$ cat config.mk
export PLATFORM = sky130hd
export DESIGN_NAME = acs_sequencer
export DESIGN_NICKNAME = d
export VERILOG_FILES = /design/src/logic/acs_pkg.sv /design/src/logic/acs_pin_sync.sv /design/src/logic/acs_seq_rom.sv /design/src/logic/acs_sequencer.sv
export SDC_FILE = /design/constraint.sdc
export NUM_CORES = 1
export LEC_CHECK = 0
export BUFFER_PORTS_ARGS = -buffer_cell sky130_fd_sc_hd__clkbuf_2
export CORE_MARGIN = 2
export CORE_UTILIZATION = 46
export CTS_BUF_LIST = sky130_fd_sc_hd__clkbuf_16
export CTS_CLUSTER_SIZE = 8
export DETAILED_ROUTE_END_ITERATION = 8
export GPL_ROUTABILITY_DRIVEN = 1
export PLACE_DENSITY = 0.64
export SETUP_SLACK_MARGIN = 0.15
export SLEW_MARGIN = 20
export SYNTH_ARGS = -nofsm -noshare
export SYNTH_HDL_FRONTEND = slang
export SYNTH_SLANG_ARGS = --single-unit
$ cat constraint.sdc
create_clock -name clk -period 3.6 [get_ports clk]
set_input_delay 0.72 -clock clk [delete_from_list [all_inputs] [get_ports clk]]
set_output_delay 0.72 -clock clk [all_outputs]
set_load 0.05 [all_outputs]
$ cat src/logic/acs_pkg.sv
// shared constants and types for the accelerometer configuration sequencer
package acs_pkg;

    // device register offsets
    localparam logic [7:0] ACT_THRESH_LOW_ADDR   = 8'h20;
    localparam logic [7:0] ACT_THRESH_HIGH_ADDR  = 8'h21;
    localparam logic [7:0] ACT_DURATION_ADDR     = 8'h22;
    localparam logic [7:0] STILL_THRESH_LOW_ADDR = 8'h23;
    localparam logic [7:0] STILL_THRESH_UP_ADDR  = 8'h24;
    localparam logic [7:0] STILL_TIME_LOW_ADDR   = 8'h25;
    localparam logic [7:0] STILL_TIME_UP_ADDR    = 8'h26;
    localparam logic [7:0] MOTION_CTRL_ADDR      = 8'h27;
    localparam logic [7:0] QUEUE_CTRL_ADDR       = 8'h28;
    localparam logic [7:0] QUEUE_COUNT_ADDR      = 8'h29;
    localparam logic [7:0] IRQ_PIN1_MAP_ADDR     = 8'h2a;
    localparam logic [7:0] IRQ_PIN2_MAP_ADDR     = 8'h2b;
    localparam logic [7:0] GENERAL_ADDR          = 8'h2c;
    localparam logic [7:0] POWER_CTRL_ADDR       = 8'h2d;

    // field positions and values
    localparam int         RUN_STATE_LSB         = 0;
    localparam logic [1:0] RUN_STATE_RUN_STATE_FIELD     = 2'h2;
    localparam int         EXT_CLK_BIT           = 6;
    localparam int         EXT_TRIG_BIT          = 3;
    localparam logic [7:0] PWR_RUN_STATE_FIELD_VAL       = 8'h02;
    localparam logic [7:0] PWR_EXT_CLK_VAL       = 8'h42;
    localparam logic [7:0] MOTION_LOOP_VAL       = 8'h3f;
    localparam logic [7:0] MOTION_ABS_STILL_VAL  = 8'h04;
    localparam logic [7:0] MAP_DATA_READY_VAL    = 8'h01;
    localparam logic [7:0] MAP_STILL_VAL         = 8'h20;
    localparam logic [7:0] MAP_AWAKE_VAL         = 8'h40;
    localparam logic [7:0] GEN_8G_100HZ_VAL      = 8'h83;
    localparam logic [7:0] RATE_TRIG_4G_VAL      = 8'h6b;
    localparam logic [7:0] ACT_DURATION_VAL      = 8'h02;
    localparam logic [7:0] FALL_TIME_UP_VAL      = 8'h03;

    // timing
    localparam int         CLK_PERIOD_PS         = 5000;
    localparam int         SETTLE_MS             = 100;
    localparam int         SETTLE_CYCLES         = SETTLE_MS * (1000000000 / CLK_PERIOD_PS);
    localparam int         EXT_CLK_HALF_CYCLES   = 8;
    localparam int         TRIG_HIGH_CYCLES      = 4;

    // sequence table entry: {last, settle, addr, data}
    localparam int         ENTRY_W               = 18;
    localparam int         STEP_W                = 4;

    typedef enum logic [1:0] {
        PROF_MOTION,
        PROF_FREEFALL,
        PROF_EXTCLK,
        PROF_EXTTRIG
    } acs_profile_t;

    typedef enum logic [1:0] {
        ST_IDLE,
        ST_ISSUE,
        ST_SETTLE,
        ST_RUN
    } acs_state_t;

endpackage

$ cat src/logic/acs_pin_sync.sv
// two-flop synchroniser for a device pin with rising-edge pulse
`timescale 1ns/1ps
module acs_pin_sync import acs_pkg::*; (
    input  wire logic clk,
    input  wire logic rst,
    input  wire logic pinIn,
    output logic      level,
    output logic      rise
);
    logic meta_q;
    logic sync_q;
    logic prev_q;

    always_ff @(posedge clk) begin
        if (rst) begin
            meta_q <= 1'b0;
            sync_q <= 1'b0;
            prev_q <= 1'b0;
        end else begin
            meta_q <= pinIn;
            sync_q <= meta_q;
            prev_q <= sync_q;
        end
    end

    // edge taken from the second and third stages only
    assign level = sync_q;
    assign rise  = sync_q & ~prev_q;
endmodule // acs_pin_sync

$ cat src/logic/acs_seq_rom.sv
// write sequences for each start-up profile, in register-map order up to the power control write
`timescale 1ns/1ps
module acs_seq_rom import acs_pkg::*; (
    input  wire acs_profile_t      profile,
    input  wire logic              stillOnSecond,
    input  wire logic [STEP_W-1:0] step,
    output logic [ENTRY_W-1:0]     entry
);
    function automatic logic [ENTRY_W-1:0] ent(input logic last, input logic settle,
                                               input logic [7:0] a, input logic [7:0] d);
        return {last, settle, a, d};
    endfunction

    always_comb begin
        entry = ent(1'b1, 1'b0, POWER_CTRL_ADDR, PWR_RUN_STATE_FIELD_VAL);
        unique case (profile)
            PROF_MOTION: begin
                unique case (step)
                    // provisional thresholds force both events right after start
                    4'h0: entry = ent(1'b0, 1'b0, ACT_THRESH_LOW_ADDR, 8'ha0);
                    4'h1: entry = ent(1'b0, 1'b0, ACT_THRESH_HIGH_ADDR, 8'h0f);
                    4'h2: entry = ent(1'b0, 1'b0, ACT_DURATION_ADDR, ACT_DURATION_VAL);
                    4'h3: entry = ent(1'b0, 1'b0, STILL_THRESH_LOW_ADDR, 8'h60);
                    4'h4: entry = ent(1'b0, 1'b0, STILL_THRESH_UP_ADDR, 8'h09);
                    4'h5: entry = ent(1'b0, 1'b0, MOTION_CTRL_ADDR, MOTION_LOOP_VAL);
                    4'h6: entry = ent(1'b0, 1'b0, IRQ_PIN1_MAP_ADDR, MAP_DATA_READY_VAL);
                    4'h7: entry = ent(1'b0, 1'b0, IRQ_PIN2_MAP_ADDR, MAP_AWAKE_VAL);
                    4'h8: entry = ent(1'b0, 1'b1, POWER_CTRL_ADDR, PWR_RUN_STATE_FIELD_VAL);
                    4'h9: entry = ent(1'b0, 1'b0, ACT_THRESH_LOW_ADDR, 8'h0f);
                    4'ha: entry = ent(1'b0, 1'b0, ACT_THRESH_HIGH_ADDR, 8'ha0);
                    4'hb: entry = ent(1'b0, 1'b0, STILL_THRESH_LOW_ADDR, 8'h0a);
                    default: entry = ent(1'b1, 1'b0, STILL_THRESH_UP_ADDR, 8'hf0);
                endcase
            end
            PROF_FREEFALL: begin
                unique case (step)
                    4'h0: entry = ent(1'b0, 1'b0, STILL_THRESH_LOW_ADDR, 8'h09);
                    4'h1: entry = ent(1'b0, 1'b0, STILL_THRESH_UP_ADDR, 8'h18);
                    4'h2: entry = ent(1'b0, 1'b0, STILL_TIME_UP_ADDR, FALL_TIME_UP_VAL);
                    4'h3: entry = ent(1'b0, 1'b0, MOTION_CTRL_ADDR, MOTION_ABS_STILL_VAL);
                    4'h4: entry = ent(1'b0, 1'b0,
                                      stillOnSecond ? IRQ_PIN2_MAP_ADDR : IRQ_PIN1_MAP_ADDR,
                                      MAP_STILL_VAL);
                    4'h5: entry = ent(1'b0, 1'b0, GENERAL_ADDR, GEN_8G_100HZ_VAL);
                    default: entry = ent(1'b1, 1'b1, POWER_CTRL_ADDR, PWR_RUN_STATE_FIELD_VAL);
                endcase
            end
            PROF_EXTCLK: begin
                // clock switch is legal only in standby, so start this profile after reset
                entry = ent(1'b1, 1'b1, POWER_CTRL_ADDR, PWR_EXT_CLK_VAL);
            end
            PROF_EXTTRIG: begin
                unique case (step)
                    4'h0: entry = ent(1'b0, 1'b0, IRQ_PIN1_MAP_ADDR, MAP_DATA_READY_VAL);
                    4'h1: entry = ent(1'b0, 1'b0, GENERAL_ADDR, RATE_TRIG_4G_VAL);
                    default: entry = ent(1'b1, 1'b1, POWER_CTRL_ADDR, PWR_RUN_STATE_FIELD_VAL);
                endcase
            end
        endcase
    end
endmodule // acs_seq_rom

$ cat src/logic/acs_sequencer.sv
// host-side start-up sequencer and pin handler for the accelerometer
// Summary of operation
// write thresholds, timers, motion control, queue, maps, settings, then power control; no profile writes queue control
// measurement entered by writing run-state field value 10 into power control
// activity duration programmed above 1 to reject brief spikes
// after starting measurement wait 100 ms before data counts as valid
// 0x40 in second map routes awake state to second pin
// 0x01 in first map routes data ready to first pin
// 0x3f in motion control enables referenced activity, inactivity and loop
// 0x04 in motion control enables absolute inactivity detection
// 0x20 in either map routes inactivity to that pin
// loop switch loads provisional thresholds, then final ones after start
// bit 6 of power control in standby makes first pin a clock input
// bit 3 of range control makes second pin a per-sample trigger
// 0x6b in range control enables trigger, 4 g range, 100 Hz
// 0x83 in general settings selects 8 g range and 100 Hz
// free fall sets inactivity status and raises inactivity on mapped pin
// inactivity time is seconds times output sample rate
// inactivity threshold is g times scale factor, 300 to 600 mg
// free fall at 100 Hz writes 0x03 to upper inactivity time
`timescale 1ns/1ps
module acs_sequencer import acs_pkg::*; #(
    parameter int SETTLE_CNT = SETTLE_CYCLES,
    parameter int CLK_HALF   = EXT_CLK_HALF_CYCLES,
    parameter int TRIG_HIGH  = TRIG_HIGH_CYCLES
) (
    input  wire logic         clk,
    input  wire logic         rst,
    input  wire logic         start,
    input  wire acs_profile_t profile,
    input  wire logic         stillOnSecond,
    input  wire logic         sampleReq,
    output logic              busy,
    output logic              dataValid,
    output logic              awake,
    output logic              stillEvent,
    output logic              dataReadyEvent,
    output logic              regWrValid,
    output logic [7:0]        regWrAddr,
    output logic [7:0]        regWrData,
    input  wire logic         regWrReady,
    input  wire logic         irqPinFirstIn,
    output logic              irqPinFirstOut,
    output logic              irqPinFirstOe,
    input  wire logic         irqPinSecondIn,
    output logic              irqPinSecondOut,
    output logic              irqPinSecondOe
);
    localparam int CNT_W = $clog2(SETTLE_CNT + 1);

    acs_state_t        state_q, state_d;
    acs_profile_t      prof_q, prof_d;
    logic              sec_q, sec_d;
    logic [STEP_W-1:0] step_q, step_d;
    logic [ENTRY_W-1:0] entry;
    logic              valid_q, valid_d;
    logic [7:0]        addr_q, addr_d, data_q, data_d;
    logic              last_q, last_d, settle_q, settle_d;
    logic [CNT_W-1:0]  cnt_q, cnt_d;
    logic              dv_q, dv_d;
    logic              busy_q, busy_d;
    logic              accept;

    assign accept = valid_q && regWrReady;

    acs_seq_rom u_rom (
        .profile       (prof_d),
        .stillOnSecond (sec_d),
        .step          (step_d),
        .entry         (entry)
    );

    always_comb begin
        state_d  = state_q;
        prof_d   = prof_q;
        sec_d    = sec_q;
        step_d   = step_q;
        valid_d  = valid_q;
        cnt_d    = cnt_q;
        dv_d     = dv_q;
        unique case (state_q)
            ST_IDLE: begin
                if (start) begin
                    prof_d  = profile;
                    sec_d   = stillOnSecond;
                    step_d  = '0;
                    valid_d = 1'b1;
                    state_d = ST_ISSUE;
                end
            end
            ST_ISSUE: begin
                // table order is register-map order up to the power control write, one write at a time
                if (accept) begin
                    if (settle_q) begin
                        valid_d = 1'b0;
                        cnt_d   = CNT_W'(SETTLE_CNT);
                        state_d = ST_SETTLE;
                    end else if (last_q) begin
                        valid_d = 1'b0;
                        state_d = ST_RUN;
                    end else begin
                        step_d  = step_q + 1'b1;
                    end
                end
            end
            ST_SETTLE: begin
                if (cnt_q == CNT_W'(1)) begin
                    dv_d = 1'b1;
                    if (last_q) begin
                        state_d = ST_RUN;
                    end else begin
                        // final thresholds only once the settle count has run out
                        step_d  = step_q + 1'b1;
                        valid_d = 1'b1;
                        state_d = ST_ISSUE;
                    end
                end else begin
                    cnt_d = cnt_q - 1'b1;
                end
            end
            ST_RUN: begin
                if (start) begin
                    prof_d  = profile;
                    sec_d   = stillOnSecond;
                    step_d  = '0;
                    valid_d = 1'b1;
                    dv_d    = 1'b0;
                    state_d = ST_ISSUE;
                end
            end
        endcase
        // registered so the port comes straight from a flop
        busy_d = valid_d || state_d == ST_SETTLE;
    end

    // next write fields follow the table entry for the next step
    always_comb begin
        addr_d   = addr_q;
        data_d   = data_q;
        last_d   = last_q;
        settle_d = settle_q;
        if (valid_d && (step_d != step_q || state_q != ST_ISSUE)) begin
            {last_d, settle_d, addr_d, data_d} = entry;
        end
    end

    always_ff @(posedge clk) begin
        if (rst) begin
            state_q  <= ST_IDLE;
            prof_q   <= PROF_MOTION;
            sec_q    <= 1'b0;
            step_q   <= '0;
            valid_q  <= 1'b0;
            addr_q   <= 8'h00;
            data_q   <= 8'h00;
            last_q   <= 1'b0;
            settle_q <= 1'b0;
            cnt_q    <= '0;
            dv_q     <= 1'b0;
            busy_q   <= 1'b0;
        end else begin
            state_q  <= state_d;
            prof_q   <= prof_d;
            sec_q    <= sec_d;
            step_q   <= step_d;
            valid_q  <= valid_d;
            addr_q   <= addr_d;
            data_q   <= data_d;
            last_q   <= last_d;
            settle_q <= settle_d;
            cnt_q    <= cnt_d;
            dv_q     <= dv_d;
            busy_q   <= busy_d;
        end
    end

    // device pins
    logic p1Level, p1Rise, p2Level, p2Rise;

    acs_pin_sync u_sync1 (
        .clk   (clk),
        .rst   (rst),
        .pinIn (irqPinFirstIn),
        .level (p1Level),
        .rise  (p1Rise)
    );

    acs_pin_sync u_sync2 (
        .clk   (clk),
        .rst   (rst),
        .pinIn (irqPinSecondIn),
        .level (p2Level),
        .rise  (p2Rise)
    );

    logic clkOn_q, clkOn_d, clkOut_q, clkOut_d;
    logic trigOn_q, trigOn_d, trigOut_q, trigOut_d;
    logic [7:0] div_q, div_d, tcnt_q, tcnt_d;
    logic awake_q, awake_d, still_q, still_d, dr_q, dr_d;
    logic isPwr, isRange;

    assign isPwr   = accept && addr_q == POWER_CTRL_ADDR;
    assign isRange = accept && addr_q == GENERAL_ADDR;

    always_comb begin
        clkOn_d   = clkOn_q;
        clkOut_d  = clkOut_q;
        div_d     = div_q;
        trigOn_d  = trigOn_q;
        trigOut_d = trigOut_q;
        tcnt_d    = tcnt_q;
        // the clock must run from the moment the switch-over write lands
        if (isPwr && data_q[EXT_CLK_BIT]) begin
            clkOn_d = 1'b1;
        end
        if (clkOn_q) begin
            if (div_q == 8'(CLK_HALF - 1)) begin
                div_d    = 8'h00;
                clkOut_d = ~clkOut_q;
            end else begin
                div_d = div_q + 8'h01;
            end
        end
        if (isRange && data_q[EXT_TRIG_BIT]) begin
            trigOn_d = 1'b1;
        end
        // one pulse per request; requests during a pulse are dropped
        if (tcnt_q != 8'h00) begin
            tcnt_d = tcnt_q - 8'h01;
            if (tcnt_q == 8'h01) begin
                trigOut_d = 1'b0;
            end
        end else if (trigOn_q && sampleReq) begin
            trigOut_d = 1'b1;
            tcnt_d    = 8'(TRIG_HIGH);
        end
        if (state_q == ST_IDLE || (state_q == ST_RUN && start)) begin
            clkOn_d   = 1'b0;
            clkOut_d  = 1'b0;
            div_d     = 8'h00;
            trigOn_d  = 1'b0;
            trigOut_d = 1'b0;
            tcnt_d    = 8'h00;
        end
    end

    // pin meaning follows the map written by the active profile
    always_comb begin
        awake_d = (prof_q == PROF_MOTION) && dv_q && p2Level;
        still_d = (prof_q == PROF_FREEFALL) && dv_q &&
                  (sec_q ? p2Rise : p1Rise);
        dr_d    = (prof_q == PROF_MOTION || prof_q == PROF_EXTTRIG) && dv_q && p1Rise;
    end

    always_ff @(posedge clk) begin
        if (rst) begin
            clkOn_q   <= 1'b0;
            clkOut_q  <= 1'b0;
            div_q     <= 8'h00;
            trigOn_q  <= 1'b0;
            trigOut_q <= 1'b0;
            tcnt_q    <= 8'h00;
            awake_q   <= 1'b0;
            still_q   <= 1'b0;
            dr_q      <= 1'b0;
        end else begin
            clkOn_q   <= clkOn_d;
            clkOut_q  <= clkOut_d;
            div_q     <= div_d;
            trigOn_q  <= trigOn_d;
            trigOut_q <= trigOut_d;
            tcnt_q    <= tcnt_d;
            awake_q   <= awake_d;
            still_q   <= still_d;
            dr_q      <= dr_d;
        end
    end

    assign busy            = busy_q;
    assign dataValid       = dv_q;
    assign awake           = awake_q;
    assign stillEvent      = still_q;
    assign dataReadyEvent  = dr_q;
    assign regWrValid      = valid_q;
    assign regWrAddr       = addr_q;
    assign regWrData       = data_q;
    assign irqPinFirstOut  = clkOut_q;
    assign irqPinFirstOe   = clkOn_q;
    assign irqPinSecondOut = trigOut_q;
    assign irqPinSecondOe  = trigOn_q;
endmodule // acs_sequencer

==> impl_metrics.py <==
metrics = {
    "status": {
        "status": "finished, final reports clean",
    },
    "routing": {
        "drt_wl_total_microns": 11300,
        "viasPerCell": 5.74,
        "drt_iter0_markers": 375,
        "detail-route-antenna-nets": 0,
        "drc_errors": 0,
        "detail_route.wl_per_cell_microns": 15.3,
        "dr.pass1.iters": 7,
        "route.vias.total": 4219,
    },
    "clocking": {
        "cts_buffer_depth": 2,
        "cts_tree": "yes",
        "cts_hold_buf": 0,
        "htree_levels": 3,
        "clock_latency_ns": 0.34,
        "cts_buffers": 9,
        "clk_pin_slew_ns": 0.07,
        "clock-sinks": 81,
        "root_buffer": "clkbuf_16",
    },
    "power_and_ir_drop": {
        "ir_drop_mv": 0.371,
        "p_leak_nw": 2.04,
        "p_per_area_nw_per_um2": 898,
    },
    "floorplan": {
        "fp-row-count": 36,
        "fp.dieW_microns": 104,
        "io-pin-count": 36,
        "die_area_sq_um": 10800,
        "die_h_microns": 104,
        "start_util": 0.471,
        "core-area_sq_um": 9730,
    },
    "yosys": {
        "syn_avg_cell_area_sq_um": 8.13,
        "synth-main-ff-cell": "dfxtp_1",
        "yosysUniqueCellTypes": 71,
        "syn-cell-area_sq_um": 4590,
        "async_flop_share": 0,
        "synthCells": 564,
        "yosys_warnings": 0,
        "ys_ff_latch": 81,
        "synth_edf_count": 0,
        "synth-seq-area-share": 0.354,
    },
    "min_path": {
        "min_to": "u_sync2.level",
        "min_from": "u_sync2.meta_q",
        "worstHoldPathCells": 1,
        "hp-class": "reg2reg",
    },
    "setup_path": {
        "critPathRequiredTime_ns": 3.86,
        "worst-path-max-fanout": 6,
        "crit_path_end_kind": "flip-flop",
        "rr_endpoint": "settle_q",
        "crit_type": "reg2reg",
        "rr_worst_depth": 14,
        "start_kind": "flip-flop",
        "r2r_setup_slack_ns": 0.41,
        "r2r-start": "state_q[1]",
        "cp.arrival_ns": 3.45,
    },
    "finish": {
        "drive_gt1_frac": 0.174,
        "n_antenna_cell": 0,
        "fin_util": 0.546,
        "syn_to_final_growth_pct": 15.9,
        "final_nets": 624,
    },
    "timing": {
        "finalClockSkew_ns": 0.0123,
        "hold_viol_final": 0,
        "fin_setup_tns_ns": 0,
        "min_period_ns": 3.19,
        "post-route-period-util": 0.886,
        "rsz0062_at_grt": "false",
        "finalSetupViolations": 0,
        "tightest_slew_ns": 0.922,
        "fmax_mhz": 314,
        "slew_viol_final": 0,
        "slew_headroom": 0.382,
    },
    "placement": {
        "port-buffer-count": 32,
        "dp.final_hpwl_microns": 7850,
        "place_congestion": 0.956,
    },
    "global_routing": {
        "grt_pass1_vias": 3864,
        "grt_use_total": 0.207,
        "antenna_found_initial": 0,
        "grt_max_degree": 39,
        "overflow": 0,
        "grt_pass1_wl_microns": 18600,
    },
    "flow_run": {
        "cap_violations": 0,
    },
}
worst max-delay path, stage by stage, from the launching register on:
cell      delay [ns]
dfxtp_1         0.40
inv_1           0.14
ha_1            0.34
nor2_2          0.24
a21oi_1         0.07
o22ai_1         0.18
a311oi_2        0.07
buf_4           0.19
ha_1            0.23
nor2_2          0.13
nor4_2          0.08
a311oi_2        0.32
nor3_2          0.08
or3_4           0.42
a311oi_2        0.22
per-layer routing:
layer / vias to the layer above / routed length [microns] / GRT usage
met5: - / 0 / 0
met2: 147 / 4980 / 0.321
met1: 1966 / 5390 / 0.288
li1: 2085 / - / -
met3: 21 / 724 / 0.0447
met4: 0 / 165 / 0.0627
report_power, final:
part           switching (mW)  internal, mW
sequential              0.242          1.11
combinational            1.49         0.941
clock                   0.379         0.607
total                    2.11          2.66
stage by stage:
stage	worst slack [ns]	hold slack (ns)	power (mW)	cells	area [sq um]
finish	0.410	0.437	4.77	735	5310
global route	0.163	0.457	5.09	735	5310
CTS	0.228	0.442	4.69	733	5250
detailed placement	0.160	0.428	3.69	717	4930
global placement	0.168	0.420	3.64	717	4930
floorplan	0.154	0.414	3.11	566	4590
cell usage in the layout, fill, tap and decap left out, drive strengths merged, types with 5 or more instances in the layout:
cell    netlist  routed
dfxtp        81      81
nor2         77      77
clkbuf       23      41
nand2        35      35
a21oi        31      31
inv          25      26
buf          13      24
o21ai        24      24
nand3        19      19
xor2         18      18
nor4         18      18
nor3         17      17
ha           17      17
xnor2        15      15
nor2b        13      13
nand4        11      11
a31oi        10      10
a311oi       10      10
or3           9       9
and3          7       7
nand2b        6       6
a21o          6       6
mux2i         5       5
o211ai        5       5
or4           5       5
repair_timing:
action | CTS | global route
gates resized for setup | 0 | 16
setup endpoints to repair | 0 | 10
buffers inserted | 0 | 2
synthesized netlist by cell type (4+ instances only):
library cell  count  share of area
mux2i_1           5          0.011
nor2b_1          13          0.018
o21ai_0          23          0.025
a211oi_1          4         0.0065
or3_1             9          0.012
xnor2_1          15          0.029
nor2_1           77          0.063
clkbuf_1         23          0.019
and2_1            4         0.0055
nor3_1           17          0.019
and3_1            6         0.0082
nand2b_1          6         0.0082
a21o_1            6         0.0098
o211ai_1          5         0.0082
o22ai_1           4         0.0055
a31oi_1          10          0.014
o31ai_1           4         0.0065
xor2_1           18          0.034
inv_1            25          0.020
nor4_1           15          0.020
dfxtp_1          81           0.35
ha_1             17          0.046
or4_1             5         0.0082
nand2_1          34          0.028
nand3_1          19          0.021
buf_2             9         0.0098
nand4_1          10          0.014
a21oi_1          31          0.034
a311oi_1          7          0.013
state kept, by name, indices dropped and copies added, names as in the netlist, 2 cells and up:
register and count:
tcnt_q 8, state_q 2, regWrAddr 5, regWrData 8
div_q 8, step_q 4, cnt_q 25, prof_q 2
kinds of logic after synthesis:
family	after synthesis	synth area share
AO/OA/AOI/OAI	122	0.183
XOR/XNOR	33	0.0630
adder cells (fa/ha/maj)	17	0.0464
buffers and inverters	61	0.0548
flip-flops	81	0.354
multiplexers	6	0.0134
other	1	0.000818
AND/OR/NAND/NOR	243	0.285
cell type report:
class                           count  area [sq um]
Fill cell                         930          4420
Multi-Input combinational cell    424          2770
Sequential cell                    81          1630
Timing Repair Buffer               56           340
Clock buffer                        9           225
Tap cell                          133           166
Clock inverter                      7          93.8
Inverter                           25          93.8
worst max-delay path by stage:
stage	startpoint	endpoint	slack, ns	cells past startpoint
5_1_grt	state_q[0]	settle_q	0.16	12
3_3_place_gp	regWrReady	settle_q	0.17	13
4_1_cts	state_q[1]	settle_q	0.23	13
6_report	state_q[1]	settle_q	0.41	14
3_5_place_dp	regWrReady	settle_q	0.16	13
2_1_floorplan	regWrReady	settle_q	0.15	12
Note: power is estimated with default switching activity, not from simulation.
